$ cat src/rtl/ivm_pkg.sv
// ivm_pkg: constants and carrier types for the interrupt vector mapper
// assumes: one clock domain, request lines are synchronous levels
package ivm_pkg;

	// ************************************************************
	// table geometry
	// ************************************************************
	localparam int unsigned VEC_COUNT   = 144;     // vectors 0..143
	localparam int unsigned VEC_W       = 8;       // vector number width
	localparam int unsigned OFS_W       = 10;      // table offset width
	localparam logic [9:0]  OFS_TOP     = 10'h3fc; // offset of vector 0
	localparam logic [9:0]  OFS_STEP    = 10'h004; // bytes per entry
	localparam logic [7:0]  PRIO_FIRST  = 8'h0c;   // first programmable slot
	localparam logic [7:0]  VEC_LAST    = 8'h8f;   // vector 143
	localparam logic [7:0]  FIXED_LAST  = 8'h0b;   // vector 11

	// ************************************************************
	// vectors of the mapped peripheral requests
	// ************************************************************
	localparam logic [7:0]  VEC_PULSE0  = 8'h26;   // 38, channels 0..3 follow
	localparam logic [7:0]  VEC_CAP0    = 8'h41;   // 65
	localparam logic [7:0]  VEC_CAP1    = 8'h42;   // 66
	localparam logic [7:0]  VEC_CAP4    = 8'h45;   // 69
	localparam logic [7:0]  VEC_CAP5    = 8'h46;   // 70
	localparam logic [7:0]  VEC_FLASH_A = 8'h85;   // 133
	localparam logic [9:0]  OFS_FLASH_A = 10'h1e8; // its table offset
	localparam logic [7:0]  VEC_RANGE   = 8'h8b;   // 139
	localparam logic [7:0]  VEC_PDET    = 8'h8c;   // 140
	localparam int unsigned N_SRC       = 11;      // mapped request lines

	// ************************************************************
	// carriers
	// ************************************************************
	// request lines as one bundle
	typedef struct packed {
		logic [3:0] pulse_gen_request;          // channels 3..0
		logic       capture_channel0_request;
		logic       capture_channel1_request;
		logic       capture_channel4_request;
		logic       capture_channel5_request;
		logic       flash_bank_a_request;
		logic       converter_range_compare_request;
		logic       converter_pulse_detect_request;
	} ivm_req_t;

	// selected vector towards the core
	typedef struct packed {
		logic             valid;      // a request is pending
		logic [7:0]       vec;        // vector number
		logic [9:0]       ofs;        // table offset
		logic             prio_slot;  // has a priority register slot
		logic [7:0]       prio_index; // priority register index
		logic             dma_clear;  // a dma transfer may clear it
	} ivm_vec_t;

endpackage : ivm_pkg

$ cat src/rtl/ivm_top.sv
// ivm_top: maps peripheral request lines to a vector, offset and attributes
// assumes: requests are synchronous levels held until serviced
// Functional notes
// offset equals 0x3fc minus four times vector
// priority index equals vector for 12..143
// converter requests at 139, 140, not dma-clearable
// flash bank a at vector 133, offset 0x1e8
// pulse channels 0..3 at vectors 38..41, clearable
// capture 0,1,4,5 at 65,66,69,70, clearable
// reserved never raised; vectors 0..11 fixed
`timescale 1ns/1ps
module ivm_top
(
	input  wire logic            clk,
	input  wire logic            arst_n,
	input  wire ivm_pkg::ivm_req_t req,
	output ivm_pkg::ivm_vec_t    vec_out
);

	// ************************************************************
	// source table
	// ************************************************************
	// flat request vector, lowest index wins
	logic [ivm_pkg::N_SRC-1:0] src;          // request bits
	logic [7:0]                src_vec [ivm_pkg::N_SRC]; // vector of each

	assign src = {req.converter_pulse_detect_request,
	              req.converter_range_compare_request,
	              req.flash_bank_a_request,
	              req.capture_channel5_request,
	              req.capture_channel4_request,
	              req.capture_channel1_request,
	              req.capture_channel0_request,
	              req.pulse_gen_request};

	// pulse channels sit on consecutive vectors
	genvar g;
	generate
		for (g = 0; g < 4; g++)
		begin : g_pulse
			assign src_vec[g] = ivm_pkg::VEC_PULSE0 + 8'(g);
		end
	endgenerate
	assign src_vec[4]  = ivm_pkg::VEC_CAP0;
	assign src_vec[5]  = ivm_pkg::VEC_CAP1;
	assign src_vec[6]  = ivm_pkg::VEC_CAP4;
	assign src_vec[7]  = ivm_pkg::VEC_CAP5;
	assign src_vec[8]  = ivm_pkg::VEC_FLASH_A;
	assign src_vec[9]  = ivm_pkg::VEC_RANGE;
	assign src_vec[10] = ivm_pkg::VEC_PDET;

	// ************************************************************
	// helpers
	// ************************************************************
	// table offset of a vector; descends by four per entry
	function automatic logic [9:0] ofs_of(input logic [7:0] v);
		return ivm_pkg::OFS_TOP - 10'({v, 2'b00});
	endfunction : ofs_of

	// ************************************************************
	// selection
	// ************************************************************
	// fixed priority: lower vector number first, matching source order
	logic       sel_valid; // any request
	logic [7:0] sel_vec;   // chosen vector
	always_comb
	begin
		sel_valid = 1'b0;
		sel_vec   = 8'h00;
		for (int i = ivm_pkg::N_SRC - 1; i >= 0; i--)
			if (src[i])
			begin
				sel_valid = 1'b1;
				sel_vec   = src_vec[i];
			end
	end

	// attribute lookup, one cycle latency, so the vector stage is aligned
	logic [1:0] attr;      // dma clearable, has source
	ivm_attr_rom u_rom
	(
		.clk    (clk),
		.arst_n (arst_n),
		.addr   (sel_vec),
		.rdata  (attr)
	);

	// ************************************************************
	// first stage: latch selection
	// ************************************************************
	logic       v1_q;   // valid in stage one
	logic [7:0] vec1_q; // vector in stage one
	always_ff @(posedge clk or negedge arst_n)
	begin
		if (!arst_n)
		begin
			v1_q   <= 1'b0;
			vec1_q <= 8'h00;
		end
		else
		begin
			v1_q   <= sel_valid;
			vec1_q <= sel_vec;
		end
	end

	// ************************************************************
	// output stage
	// ************************************************************
	// a vector without a source is never raised, guarding reserved slots
	always_ff @(posedge clk or negedge arst_n)
	begin
		if (!arst_n)
			vec_out <= '0;
		else
		begin
			vec_out.valid      <= v1_q && attr[0];
			vec_out.vec        <= vec1_q;
			vec_out.ofs        <= ofs_of(vec1_q);
			// fixed vectors 0..11 carry no slot and no dma clear
			vec_out.prio_slot  <= (vec1_q >= ivm_pkg::PRIO_FIRST);
			vec_out.prio_index <= (vec1_q >= ivm_pkg::PRIO_FIRST)
			                      ? vec1_q : 8'h00;
			vec_out.dma_clear  <= attr[1] &&
			                      (vec1_q > ivm_pkg::FIXED_LAST);
		end
	end
endmodule : ivm_top

$ cat src/rtl/ivm_attr_rom.sv
// ivm_attr_rom: per-vector attribute table with registered read data
// assumes: address stable for one cycle, data valid the next cycle
`timescale 1ns/1ps
module ivm_attr_rom
(
	input  wire logic       clk,
	input  wire logic       arst_n,
	input  wire logic [7:0] addr,
	output logic      [1:0] rdata   // bit1 dma clearable, bit0 has source
);

	// ************************************************************
	// constant table
	// ************************************************************
	// only mapped sources are marked; all else reads as reserved/fixed
	function automatic logic [1:0] attr_of(input logic [7:0] v);
		logic [1:0] a;
		a = 2'h0;
		if (v >= ivm_pkg::VEC_PULSE0 && v <= ivm_pkg::VEC_PULSE0 + 8'h03)
			a = 2'h3;
		if (v == ivm_pkg::VEC_CAP0 || v == ivm_pkg::VEC_CAP1 ||
		    v == ivm_pkg::VEC_CAP4 || v == ivm_pkg::VEC_CAP5)
			a = 2'h3;
		if (v == ivm_pkg::VEC_FLASH_A)
			a = 2'h3;
		// converter compare and detect are never dma-cleared
		if (v == ivm_pkg::VEC_RANGE || v == ivm_pkg::VEC_PDET)
			a = 2'h1;
		return a;
	endfunction : attr_of

	// registered read port
	always_ff @(posedge clk or negedge arst_n)
	begin
		if (!arst_n)
			rdata <= 2'h0;
		else
			rdata <= attr_of(addr);
	end

endmodule : ivm_attr_rom

$ cat config.mk
export PLATFORM = sky130hd
export DESIGN_NAME = ivm_top
export DESIGN_NICKNAME = d
export VERILOG_FILES = /design/src/rtl/ivm_pkg.sv /design/src/rtl/ivm_top.sv /design/src/rtl/ivm_attr_rom.sv
export SDC_FILE = /design/constraint.sdc
export NUM_CORES = 1
export LEC_CHECK = 0
export BUFFER_PORTS_ARGS = -buffer_cell sky130_fd_sc_hd__buf_2
export CAP_MARGIN = 20
export CORE_ASPECT_RATIO = 0.7
export CORE_MARGIN = 2
export CORE_UTILIZATION = 47
export DETAILED_ROUTE_END_ITERATION = 10
export PLACE_DENSITY_LB_ADDON = 0.1
export SETUP_SLACK_MARGIN = 0.2
export SLEW_MARGIN = 20
export SYNTH_ARGS = -nofsm -noshare
export SYNTH_HDL_FRONTEND = slang
export SYNTH_SLANG_ARGS = --single-unit
$ cat constraint.sdc
create_clock -name clk -period 1.5 [get_ports clk]
set_input_delay 0.225 -clock clk [delete_from_list [all_inputs] [get_ports clk]]
set_output_delay 0.225 -clock clk [all_outputs]
set_load 0.01 [all_outputs]
Word level (Yosys, flattened, before mapping)
Cells that the tools add are included.
{ "word_totals": {"wordCells": 55, "register_bits": 40} }
{ "classes": {"reduce_logical": 7, "mux": 27, "add_sub_neg": 1, "magnitude_cmp": 4, "n_eq_ne": 7} }
{ "ops": {"columns": ["op", "n"], "rows": [
  ["2-to-1 mux 8 bit", 12],
  ["== test 8 x 7 -> 1 bit, second input constant", 4],
  ["== test 8 bit, second input constant", 3],
  ["2-to-1 mux 1 bit", 11],
  ["subtractor 10 bit, first input constant", 1],
  [">= comparator 8 x 4 -> 1 bit, second input constant", 1],
  [">= comparator 8 x 6 -> 1 bit, second input constant", 1],
  ["> comparator 8 x 4 -> 1 bit, second input constant", 1],
  ["less-or-equal comparator 8 x 6 -> 1 bit, second input constant", 1],
  ["2-to-1 mux 2 bit", 4],
  ["logical OR 1 bit", 4],
  ["logical AND 1 bit", 3]
]} }

Longest topological paths before layout
Gate-level depths: netlist of the first run.
{ "logic_depth": {"depth_word": 18, "mapped_depth": 3} }

Cells and area by module
From an unflattened synthesis of the first run, not the netlist that was laid out.
{ "unflattened": {"hier_cells": 103, "area_unflattened_um2": 1275.0} }
{ "modules_own_cells": {"columns": ["module", "seq_area_each_um2", "cells_each", "area_each_um2", "n_inst"], "rows": [
  ["ivm_top", 825.8, 83, 1108.6, 1],
  ["ivm_attr_rom", 50.0, 20, 166.4, 1]
]} }

Worst setup path after synthesis of the first run
No wires, ideal clock.
{ "synth_path": {"path_type": "register -> register", "from": "register vec1_q[3]", "to": "register vec_out[0] (netlist name)", "t_required_ns": 1.364, "setup_time_ns": 0.136, "arrival_time_ns": 0.912, "slack_ns": 0.452, "stages_incl_launch_ff": 3, "cell_sequence": "dfrtp_1 -> a2111oi_4 -> nor2b_1"} }
{ "synth_between": {"elab_chain_cells": 2} }
{ "synth_rtl": {"columns": ["element", "line_no", "source"], "rows": [
  ["from (decl)", "ivm_top.sv:92", "logic [7:0] vec1_q;"],
  ["from (signal assigned)", "ivm_top.sv:103", "vec1_q <= sel_vec;"],
  ["> comparator 8 x 4 -> 1 bit", "ivm_top.sv:125", "(vec1_q > ivm_pkg::FIXED_LAST);"],
  ["logical AND 1 bit", "ivm_top.sv:124", "vec_out.dma_clear <= attr[1] &&"],
  ["to (decl)", "ivm_top.sv:17", "output ivm_pkg::ivm_vec_t vec_out"]
]} }
No other way between the ends.

Worst setup path after layout of the first run
Same ends and word-level chain as after synthesis.

==> results of run 1 <==
-- layout by cell type (no fill, tap or decap), drive strengths merged --
master	count
nand3	3
dlygate4sd3	1
a211o	1
conb	5
nor2	8
o211ai	2
buf	38
a21boi	1
o41ai	1
nor3	4
clkbuf	6
nand2	3
nor4	3
a221oi	1
dfrtp	35
inv	12
bufinv	1
or2	1
nor2b	3
and2	1
clkinv	1
a2111oi	1
-- state kept, by name, indices dropped and copies added, names as in the netlist --
name,count
vec_out,25
vec1_q,7
u_rom.rdata,2
v1_q,1
-- layout make-up --
type                    count  share of cell area, %
clock buffers               6                  5.357
clock inverters             2                  2.273
inverters                  12                  2.922
multi-input cells          38                  16.72
flip-flops and latches     35                  56.82
well taps                  34                  2.760
repair buffers             39                  13.15
-- power groups by stage --
stage	clock network, uW	registers (uW)	logic, uW
after floorplan	0	1020	43.9
after global placement	0	1010	134
after detailed placement	0	1010	135
after CTS	860	991	137
after global routing	915	993	152
final	835	991	134
-- metal layers --
layer  part of all wire, %  track usage [%]  wire (um)
met1                    45            15.09        712
met2                    42            17.92        670
met3                    10            6.601        163
met4                   3.3            8.936         52
met5                     0                0          0
-- path summary, 6_finish.rpt --
check / startpoint / endpoint / slack (ns) / cells past startpoint
setup / recovery: vec1_q[3]$_DFF_PN0_ / vec_out[0]$_DFF_PN0_ / 0.32 / 2
hold / removal: req[7] / vec1_q[0]$_DFF_PN0_ / 0.16 / 2
setup reg to reg: vec1_q[3]$_DFF_PN0_ / vec_out[0]$_DFF_PN0_ / 0.32 / 2
hold reg to reg: vec1_q[0]$_DFF_PN0_ / vec_out[20]$_DFF_PN0_ / 0.38 / 0
max in group asynchronous: arst_n / vec1_q[7]$_DFF_PN0_ / 0.54 / 3
min in group asynchronous: arst_n / vec_out[18]$_DFF_PN0_ / 0.40 / 2
-- cell families (layout without fill, tap and decap cells) --
group / after synthesis / count (layout) / synth area share, %
buffers and inverters: 19 / 59 / 7.143
AOI/OAI and AO/OA: 7 / 7 / 6.832
DFF: 35 / 35 / 72.46
and+or+nand+nor: 26 / 26 / 12.94
other: 2 / 5 / 0.6213
-- per-stage QoR --
stage / utilization [%] / total power, uW / cell area (um^2) / setup slack (ns)
2_1_floorplan: - / 1068 / 1220 / 0.4517
3_3_place_gp: 57.51 / 1142 / 1414 / 0.3012
3_5_place_dp: 57.51 / 1144 / 1414 / 0.3059
4_1_cts: 62.70 / 1988 / 1541 / 0.2935
5_1_grt: 62.70 / 2060 / 1541 / 0.2436
6_report: 62.70 / 1961 / 1541 / 0.3211
==> metrics.txt, run 1 <==
Congestion Overflow GR=0; final period demand of the worst path=1.179 ns; nature of the critical path endpoint=flop; clock-pin slew reported for the worst setup and hold paths after clock tree synthesis=0.07 ns; Chip Height=46.43 um; total area of sequential cells=875.8 um^2; family with the most delay on the worst path=compound AO/OA/AOI/OAI gates; period utilization=78.59%; number of pins with negative max-slew slack in the final report=0; antenna-violating nets left=0; number of non-filler instances in the completed layout=166; all-layer global routing usage=12.65%; maximum VDD drop=0.4815 mV; core area=0.002459 mm^2; Via Count=714; Internal Pwr Total=1565 uW; Highest Clock Rate=0.8483 GHz; worst-case clock skew=0.006333 ns; effective utilization at floorplan=49.16%; root buffer selected by CTS=sky130_fd_sc_hd__clkbuf_8; net count reported at finish=144; type of the tightest min-delay check=in2reg; sw power=395.4 uW; number of buffers added to fix hold violations after cts=1; H-tree depth=2; pin count of the biggest net entering global routing=20; num ports=42; global placement routability congestion=0.7672; total buffers and inverters traversed by the critical path=0; clock latency reported for the late side of the worst-skew pair=0.28 ns; number of cells upsized or downsized after cts=0; top-count cell post-synth=sky130_fd_sc_hd__dfrtp_1; Max-Cap Viols=0; final count of negative-setup-slack endpoints=0; total of warnings raised by yosys=0; pwr dens=1272 mW/mm^2; post-detailed-route via-to-cell ratio=4.301; crit-path cells=a2111oi_4 -> nor2b_1; global-route wire length before repair=2525 um; Buffers on Ports=37; Lkg Pwr=0.0007264 uW; total area of multi-input combinational cells=257.7 um^2; type of the setup path with the least slack=reg2reg; leading post-synthesis cells by cell area=sky130_fd_sc_hd__dfrtp_1 72%, sky130_fd_sc_hd__inv_1 3.7%, sky130_fd_sc_hd__nor4_4 3.5%; remaining design rule violation count=0; Mapped Area=0.001209 mm^2; Post-Syn Area per Cell=13.58 um^2; vias in the first global route=556; Clk network pwr share=42.6%; most common library cells after synthesis=35 x sky130_fd_sc_hd__dfrtp_1, 12 x sky130_fd_sc_hd__inv_1, 8 x sky130_fd_sc_hd__nor2_1, 4 x sky130_fd_sc_hd__buf_4, 4 x sky130_fd_sc_hd__nor3_1; primary flip-flop cell chosen by synthesis mapping=sky130_fd_sc_hd__dfrtp_1; Total Routed Length=1598 um; largest incremental delay on the critical path=0.53 ns; # fillers=207; num rows=15; minimum hold slack=0.1577 ns; switching share of power=20.17%; startpoint type of the worst setup path=flop; Horiz. Die Dim=64.61 um; fraction of final layout cells with drive strength greater than 1=37.88%; highest fanout seen on the critical path=6; DP Cell Count=157; initial antenna violation count=0; CTS tree=yes; synthesized netlist cell count=89; CP max-delay cell=sky130_fd_sc_hd__a2111oi_4; detailed router's first-iteration violation count=22; cell type contributing the most total cell area after synthesis=sky130_fd_sc_hd__dfrtp_1; Arrival @ worst endpoint=1.33 ns; ys async rst share=100.0%; run status=completed; total setup buffers inserted after CTS=0; post-synthesis register bit count=35; Synth top area share=72.46%; number of sinks handled by clock tree synthesis=35; Pre-antenna DRT Iters=3; area growth from synthesis to layout=27.54%; number of synthesized flops with an enable pin=0; Setup TNS=0 ns; number of buffers between clock root and the deepest sink=2; critical path required time=1.65 ns; count of cell types in the netlist=20; average wire per cell in the routed design=9.627 um; total clock buffers created by CTS=5; area of the die=0.003000 mm^2; combinational fraction of design power=6.8%; proportion of power drawn by flip-flops and latches=50.6%; DPL Wire Length=1195 um; share of synthesized area occupied by flip-flops and latches=72.46%; Diodes inserted=0; Fin. Hold Viols=0; RSZ-0062 raised after global routing=no
Power figures use the tool's default switching activity.
==> run 2: changes to the inputs <==
==> constraint.sdc (replaced) <==
create_clock -name clk -period 1.2 [get_ports clk]
set_input_delay 0.18 -clock clk [delete_from_list [all_inputs] [get_ports clk]]
set_output_delay 0.18 -clock clk [all_outputs]
set_load 0.01 [all_outputs]
==> run 2 against run 1 <==
Global-route usage up 0.85 points. Maximum frequency up 6.4%. Combinational power up 40%. Count of clock-buffer cells in the layout unchanged. Worst setup slack worse by 0.23 ns. Power up 26%. Final cell count up 3.6%. Sequential power up 25%. Flip-flop and latch count unchanged. Largest power group unchanged.
==> metrics.txt, run 2 (synthesis gave the netlist of run 1 again) <==
highest fanout seen on the critical path=6 (unchanged); leading cell types in the layout, fill and taps excluded=37 x sky130_fd_sc_hd__buf_2, 35 x sky130_fd_sc_hd__dfrtp_1, 12 x sky130_fd_sc_hd__inv_1; CTS tree=yes; Worst Hold Launch=req[7]; type of the tightest min-delay check=in2reg; depth of the worst register-to-register path=3 (+1); pin count of the biggest net entering global routing=18 (-10%); number of buffers between clock root and the deepest sink=2 (unchanged); net count reported at finish=150 (+4.2%); core area=0.002459 mm^2 (unchanged); Worst R2R End=vec_out[0]$_DFF_PN0_; critical path required time=1.37 ns (-0.28 ns); worst-case clock skew=0.007857 ns (+0.001524 ns); remaining design rule violation count=0 (unchanged); total clock buffers created by CTS=5 (unchanged); Pre-antenna DRT Iters=4 (+1); largest registers=vec_out x25, vec1_q x7, u_rom.rdata x2; type of the setup path with the least slack=reg2reg; detailed router's first-iteration violation count=60 (+170%); Max-Cap Viols=0 (unchanged); area of the die=0.003000 mm^2 (unchanged); RSZ-0062 raised after global routing=yes; Lkg Pwr=0.0007658 uW (+5.4%); num ports=42 (unchanged); crit-path cells=a2111oi_4 -> buf_6 -> nor2b_1; clock-pin slew reported for the worst setup and hold paths after clock tree synthesis=0.06 ns (about the same); average wire per cell in the routed design=9.721 um (+0.98%); Fin. Hold Viols=0 (unchanged); worst hold stages=2 (unchanged); max FFs per register=25 (unchanged); clock latency reported for the late side of the worst-skew pair=0.28 ns (about the same); Chip Height=46.43 um (unchanged); effective utilization at floorplan=49.16% (unchanged); startpoint type of the worst setup path=flop; post-detailed-route via-to-cell ratio=4.378 (+1.8%); Buffers on Ports=37 (unchanged); Via Count=753 (+5.5%); Congestion Overflow GR=0 (unchanged); DPL Wire Length=1314 um (+9.9%); Total Routed Length=1672 um (+4.6%); Crit Reg-Reg Startpoint=vec1_q[2]$_DFF_PN0_; largest incremental delay on the critical path=0.42 ns (-0.11 ns); most common library cell in the layout ignoring fill and taps=sky130_fd_sc_hd__buf_2; num rows=15 (unchanged); Diodes inserted=0 (unchanged); antenna-violating nets left=0 (unchanged); fraction of final layout cells with drive strength greater than 1=41.30% (+3.4 points); Design Power=2474 uW (+26%); final period demand of the worst path=1.108 ns (-0.07062 ns); vias in the first global route=649 (+17%); number of sinks handled by clock tree synthesis=35 (unchanged); number of pins with negative max-slew slack in the final report=0 (unchanged); period utilization=92.35% (+14 points); worst min-delay path endpoint=vec1_q[0]$_DFF_PN0_; family with the most delay on the worst path=flip-flops; maximum VDD drop=0.5670 mV (+18%); nature of the critical path endpoint=flop; all-layer global routing usage=13.49% (+0.85 points); run status=completed; register with the highest flop count=vec_out; CP max-delay cell=sky130_fd_sc_hd__dfrtp_1; Arrival @ worst endpoint=1.28 ns (-0.05 ns); global placement routability congestion=0.7715 (+0.56%); total buffers and inverters traversed by the critical path=1 (+1); area growth from synthesis to layout=33.23%; pwr dens=1536 mW/mm^2 (+21%); final count of negative-setup-slack endpoints=0 (unchanged); Highest Clock Rate=0.9023 GHz (+6.4%); H-tree depth=2 (unchanged); slack of the worst reg-to-reg path=0.09 ns (-0.23 ns); root buffer selected by CTS=sky130_fd_sc_hd__clkbuf_8; initial antenna violation count=0 (unchanged); Horiz. Die Dim=64.61 um (unchanged); Setup TNS=0 ns (unchanged); startpoint of the most critical setup path=vec1_q[2]$_DFF_PN0_; global-route wire length before repair=2753 um (+9.0%)
==> run 2: cell count changes in the layout (fill, tap and decap cells not counted) <==
cell | before | now
sky130_fd_sc_hd__buf_4 | 1 | 5
sky130_fd_sc_hd__buf_12 | 0 | 1
sky130_fd_sc_hd__buf_6 | 0 | 1
sky130_fd_sc_hd__nor2_1 | 8 | 7
sky130_fd_sc_hd__nor2_4 | 0 | 1
==> run 2: routing by layer <==
| layer | GRT usage (%) | vias up | share of wire [%] |
|---|---|---|---|
| met3 | 6.601 | 6 | 9.1 |
| li1 | - | 371 | - |
| met2 | 20.21 | 37 | 45 |
| met1 | 15.78 | 339 | 43 |
| met4 | 8.936 | 0 | 2.6 |
| met5 | 0 | - | 0 |
==> run 2: layout make-up <==
cell class                 instances  area (um^2)
sequential                        35        875.8
fill                             206        848.3
multi-input combinational         38        265.3
timing repair buffer              45        264.0
clock buffer                       6        82.58
inverter                          12        45.04
tap                               34        42.54
clock inverter                     2        35.03
==> run 2: through the flow <==
step | hold slack [ns] | cell area [um^2] | setup slack, ns | util [%] | std cells
global placement | 0.07985 | 1449 | 0.07055 | 58.93 | 160
finish | 0.1165 | 1610 | 0.09176 | 65.50 | 172
global route | 0.1185 | 1610 | 0.06209 | 65.50 | 172
floorplan | -0.1156 | 1220 | 0.1517 | - | 92
CTS | 0.1074 | 1592 | 0.1020 | 64.73 | 171
detailed placement | 0.07841 | 1449 | 0.05363 | 58.93 | 160
==> run 2: where the power goes <==
group	internal [uW]	leakage (uW)	switching (uW)
Combinational	76.9	0.000313	110
Sequential	1220	0.000392	15.2
Clock	671	0.0000612	378
Total	1970	0.000766	503
==> run 2: timing repair <==
action	CTS	global route
endpoints found under the hold margin	11	0
endpoints found under the setup margin	6	7
hold buffers	1	0
gates resized for setup	0	3
setup buffers	2	1
pin swaps	4	1
==> run 2: how the worst max path moves through the flow <==
stage	end	slack [ns]	cells past startpoint
3_5_place_dp	vec_out[0]$_DFF_PN0_	0.05	2
5_1_grt	vec_out[1]$_DFF_PN0_	0.06	3
6_report	vec_out[0]$_DFF_PN0_	0.09	3
3_3_place_gp	vec_out[0]$_DFF_PN0_	0.07	2
2_1_floorplan	vec_out[0]$_DFF_PN0_	0.15	2
4_1_cts	vec_out[0]$_DFF_PN0_	0.10	3
==> run 3: changes to the inputs <==
--- a/config.mk
+++ b/config.mk
@@ -7,7 +7,7 @@
 export LEC_CHECK = 0
 export BUFFER_PORTS_ARGS = -buffer_cell sky130_fd_sc_hd__buf_2
 export CAP_MARGIN = 20
-export CORE_ASPECT_RATIO = 0.7
+export CORE_ASPECT_RATIO = 1.2
 export CORE_MARGIN = 2
 export CORE_UTILIZATION = 47
 export DETAILED_ROUTE_END_ITERATION = 10
==> run 3 against run 2 <==
Flip-flop and latch count did not move. Routed wire length rose by 11%. Maximum frequency rose by 0.71%. Via count rose by 0.40%. Sequential share of layout area rose by 3.2 points. Power fell by 20%. Worst setup slack improved by 0.0079 ns. Critical path type unchanged. Die area fell by 0.17%.
==> metrics.txt, run 3 (synthesis gave the netlist of run 1 again) <==
utilization of the core after routing=61.52% (-4.0 points); Clk network pwr share=28.6% (-14 points); Diodes inserted=0 (unchanged); clock latency reported for the late side of the worst-skew pair=0.32 ns (+0.04 ns); DP Cell Count=158 (-1.3%); final count of negative-setup-slack endpoints=0 (unchanged); post-detailed-route via-to-cell ratio=4.447 (+1.6%); CTS tree=yes; Buffers on Ports=37 (unchanged); global-route wire length before repair=3118 um (+13%); dpl cell area=0.001428 mm^2 (-1.5%); area growth from synthesis to layout=26.09%; register with the highest flop count=vec_out; detailed route wirelength on metal3=175 um (+15%); Horiz. Die Dim=50.29 um (-22%); initial antenna violation count=0 (unchanged); CP max-delay cell=sky130_fd_sc_hd__dfrtp_1; largest incremental delay on the critical path=0.42 ns (about the same); depth of the worst register-to-register path=3 (unchanged); num ports=42 (unchanged); global placement routability congestion=0.7816 (+1.3%); slack of the worst reg-to-reg path=0.1 ns (about the same); critical path required time=1.43 ns (+0.06 ns); number of sinks handled by clock tree synthesis=35 (unchanged); core area=0.002477 mm^2 (+0.76%); largest registers=vec_out x25, vec1_q x7, u_rom.rdata x2; Total Routed Length=1852 um (+11%); DPL Wire Length=1406 um (+7.0%); Internal Pwr Total=1521 uW (-23%); all-layer global routing usage=15.20% (+1.7 points); switching share of power=23.44% (+3.1 points); net count reported at finish=149 (-0.67%); Chip Height=59.55 um (+28%); Worst Hold Launch=req[7]; sw power=465.7 uW (-7.4%); Highest Signal Layer=met4; Met1 Routed Length=613 um (-15%); period utilization=91.70% (-0.65 points); Crit Reg-Reg Startpoint=vec1_q[2]$_DFF_PN0_; nature of the critical path endpoint=flop; Max-Cap Viols=0 (unchanged); average wire per cell in the routed design=10.89 um (+12%); fraction of final layout cells with drive strength greater than 1=39.42% (-1.9 points); number of buffers between clock root and the deepest sink=2 (unchanged); Arrival @ worst endpoint=1.33 ns (+0.05 ns); worst-case clock skew=0.007263 ns (-0.0005938 ns); highest fanout seen on the critical path=6 (unchanged); pwr dens=1304 mW/mm^2 (-15%); total clock buffers created by CTS=5 (unchanged); vias in the first global route=743 (+14%); combinational fraction of design power=9.1% (+1.5 points); leading cell types in the layout, fill and taps excluded=35 x sky130_fd_sc_hd__buf_2, 34 x sky130_fd_sc_hd__dfrtp_1, 12 x sky130_fd_sc_hd__inv_1; type of the setup path with the least slack=reg2reg; type of the tightest min-delay check=in2reg; final period demand of the worst path=1.100 ns (-0.007858 ns); antenna-violating nets left=0 (unchanged); worst hold stages=2 (unchanged); Congestion Overflow GR=0 (unchanged); RSZ-0062 raised after global routing=yes; startpoint type of the worst setup path=flop; number of pins with negative max-slew slack in the final report=0 (unchanged); Highest Clock Rate=0.9088 GHz (+0.71%); run status=completed; Setup TNS=0 ns (unchanged); num rows=20 (+5); minimum hold slack=0.06227 ns (-0.05420 ns); worst min-delay path endpoint=vec1_q[0]$_DFF_PN0_; area of the die=0.002995 mm^2 (-0.17%); number of non-filler instances in the completed layout=170 (-1.2%); Worst R2R End=vec_out[2]$_DFF_PN0_; most common library cell in the layout ignoring fill and taps=sky130_fd_sc_hd__buf_2; maximum VDD drop=0.7607 mV (+34%); Pre-antenna DRT Iters=4 (unchanged); Via Count=756 (+0.40%); detailed router's first-iteration violation count=16 (-73%); Lkg Pwr=0.0007264 uW (-5.1%); max FFs per register=25 (unchanged); effective utilization at floorplan=48.79% (-0.37 points); crit-path cells=a2111oi_4 -> buf_4 -> nor2_1; Finished Cell Area=0.001524 mm^2 (-5.4%); clock-pin slew reported for the worst setup and hold paths after clock tree synthesis=0.09 ns (+0.03 ns); root buffer selected by CTS=sky130_fd_sc_hd__clkbuf_4; Fin. Hold Viols=0 (unchanged); met2 layer wire length in the routed design=1020 um (+34%); proportion of power drawn by flip-flops and latches=62.3% (+12 points); H-tree depth=2 (unchanged); pin count of the biggest net entering global routing=36 (+18); remaining design rule violation count=0 (unchanged)
## run 3: routing by layer
metal	GRT usage (%)	up-vias
met1	14.46	352
met2	26.32	33
met4	8.108	0
met3	8.081	5
met5	0	-
li1	-	366
## run 3: critical path, delay by kind of cell, from the launching register on
kind | cells | cell delay [ns]
AND/OR/NAND/NOR | 1 | 0.05
buffers and inverters | 1 | 0.19
AO/OA/AOI/OAI | 1 | 0.34
flip-flops | 1 | 0.42
## run 3: layout make-up
type | count | area, um^2
fillers | 221 | 953.4
clock inverters | 1 | 5.005
clock buffers | 7 | 45.04
repair buffers | 44 | 252.7
multi-input cells | 38 | 257.7
flip-flops and latches | 35 | 877.1
inverters | 12 | 45.04
well taps | 33 | 41.29
## run 3: metrics by stage
step	power [uW]	worst slack, ns
2_1_floorplan	1336	0.1517
3_5_place_dp	1436	0.07349
3_3_place_gp	1430	0.08177
4_1_cts	2014	0.1047
5_1_grt	2111	0.03375
6_report	1987	0.09961
## run 3: what timing repair did
action / 4_1_cts / 5_1_grt
endpoints found under the setup margin: 30 / 31
endpoints found under the hold margin: 35 / 0
pin swaps: 2 / 0
hold buffers: 1 / 0
buffers inserted: 2 / 1
resized for setup: 0 / 3
## run 3: worst max path at each step
stage / slack (ns) / startpoint / endpoint
2_1_floorplan: 0.15 / vec1_q[3]$_DFF_PN0_ / vec_out[0]$_DFF_PN0_
3_3_place_gp: 0.08 / vec1_q[3]$_DFF_PN0_ / vec_out[0]$_DFF_PN0_
3_5_place_dp: 0.07 / vec1_q[3]$_DFF_PN0_ / vec_out[0]$_DFF_PN0_
4_1_cts: 0.10 / vec1_q[2]$_DFF_PN0_ / vec_out[0]$_DFF_PN0_
5_1_grt: 0.03 / vec1_q[2]$_DFF_PN0_ / vec_out[3]$_DFF_PN0_
6_report: 0.1 / vec1_q[2]$_DFF_PN0_ / vec_out[2]$_DFF_PN0_
## run 3: power by group through the flow
stage | Sequential, uW | Clock (uW) | Combinational [uW]
after global routing | 1240 | 665 | 204
after CTS | 1240 | 595 | 180
after global placement | 1260 | 0 | 169
final | 1240 | 568 | 181
after detailed placement | 1260 | 0 | 173
after floorplan | 1280 | 0 | 54.9
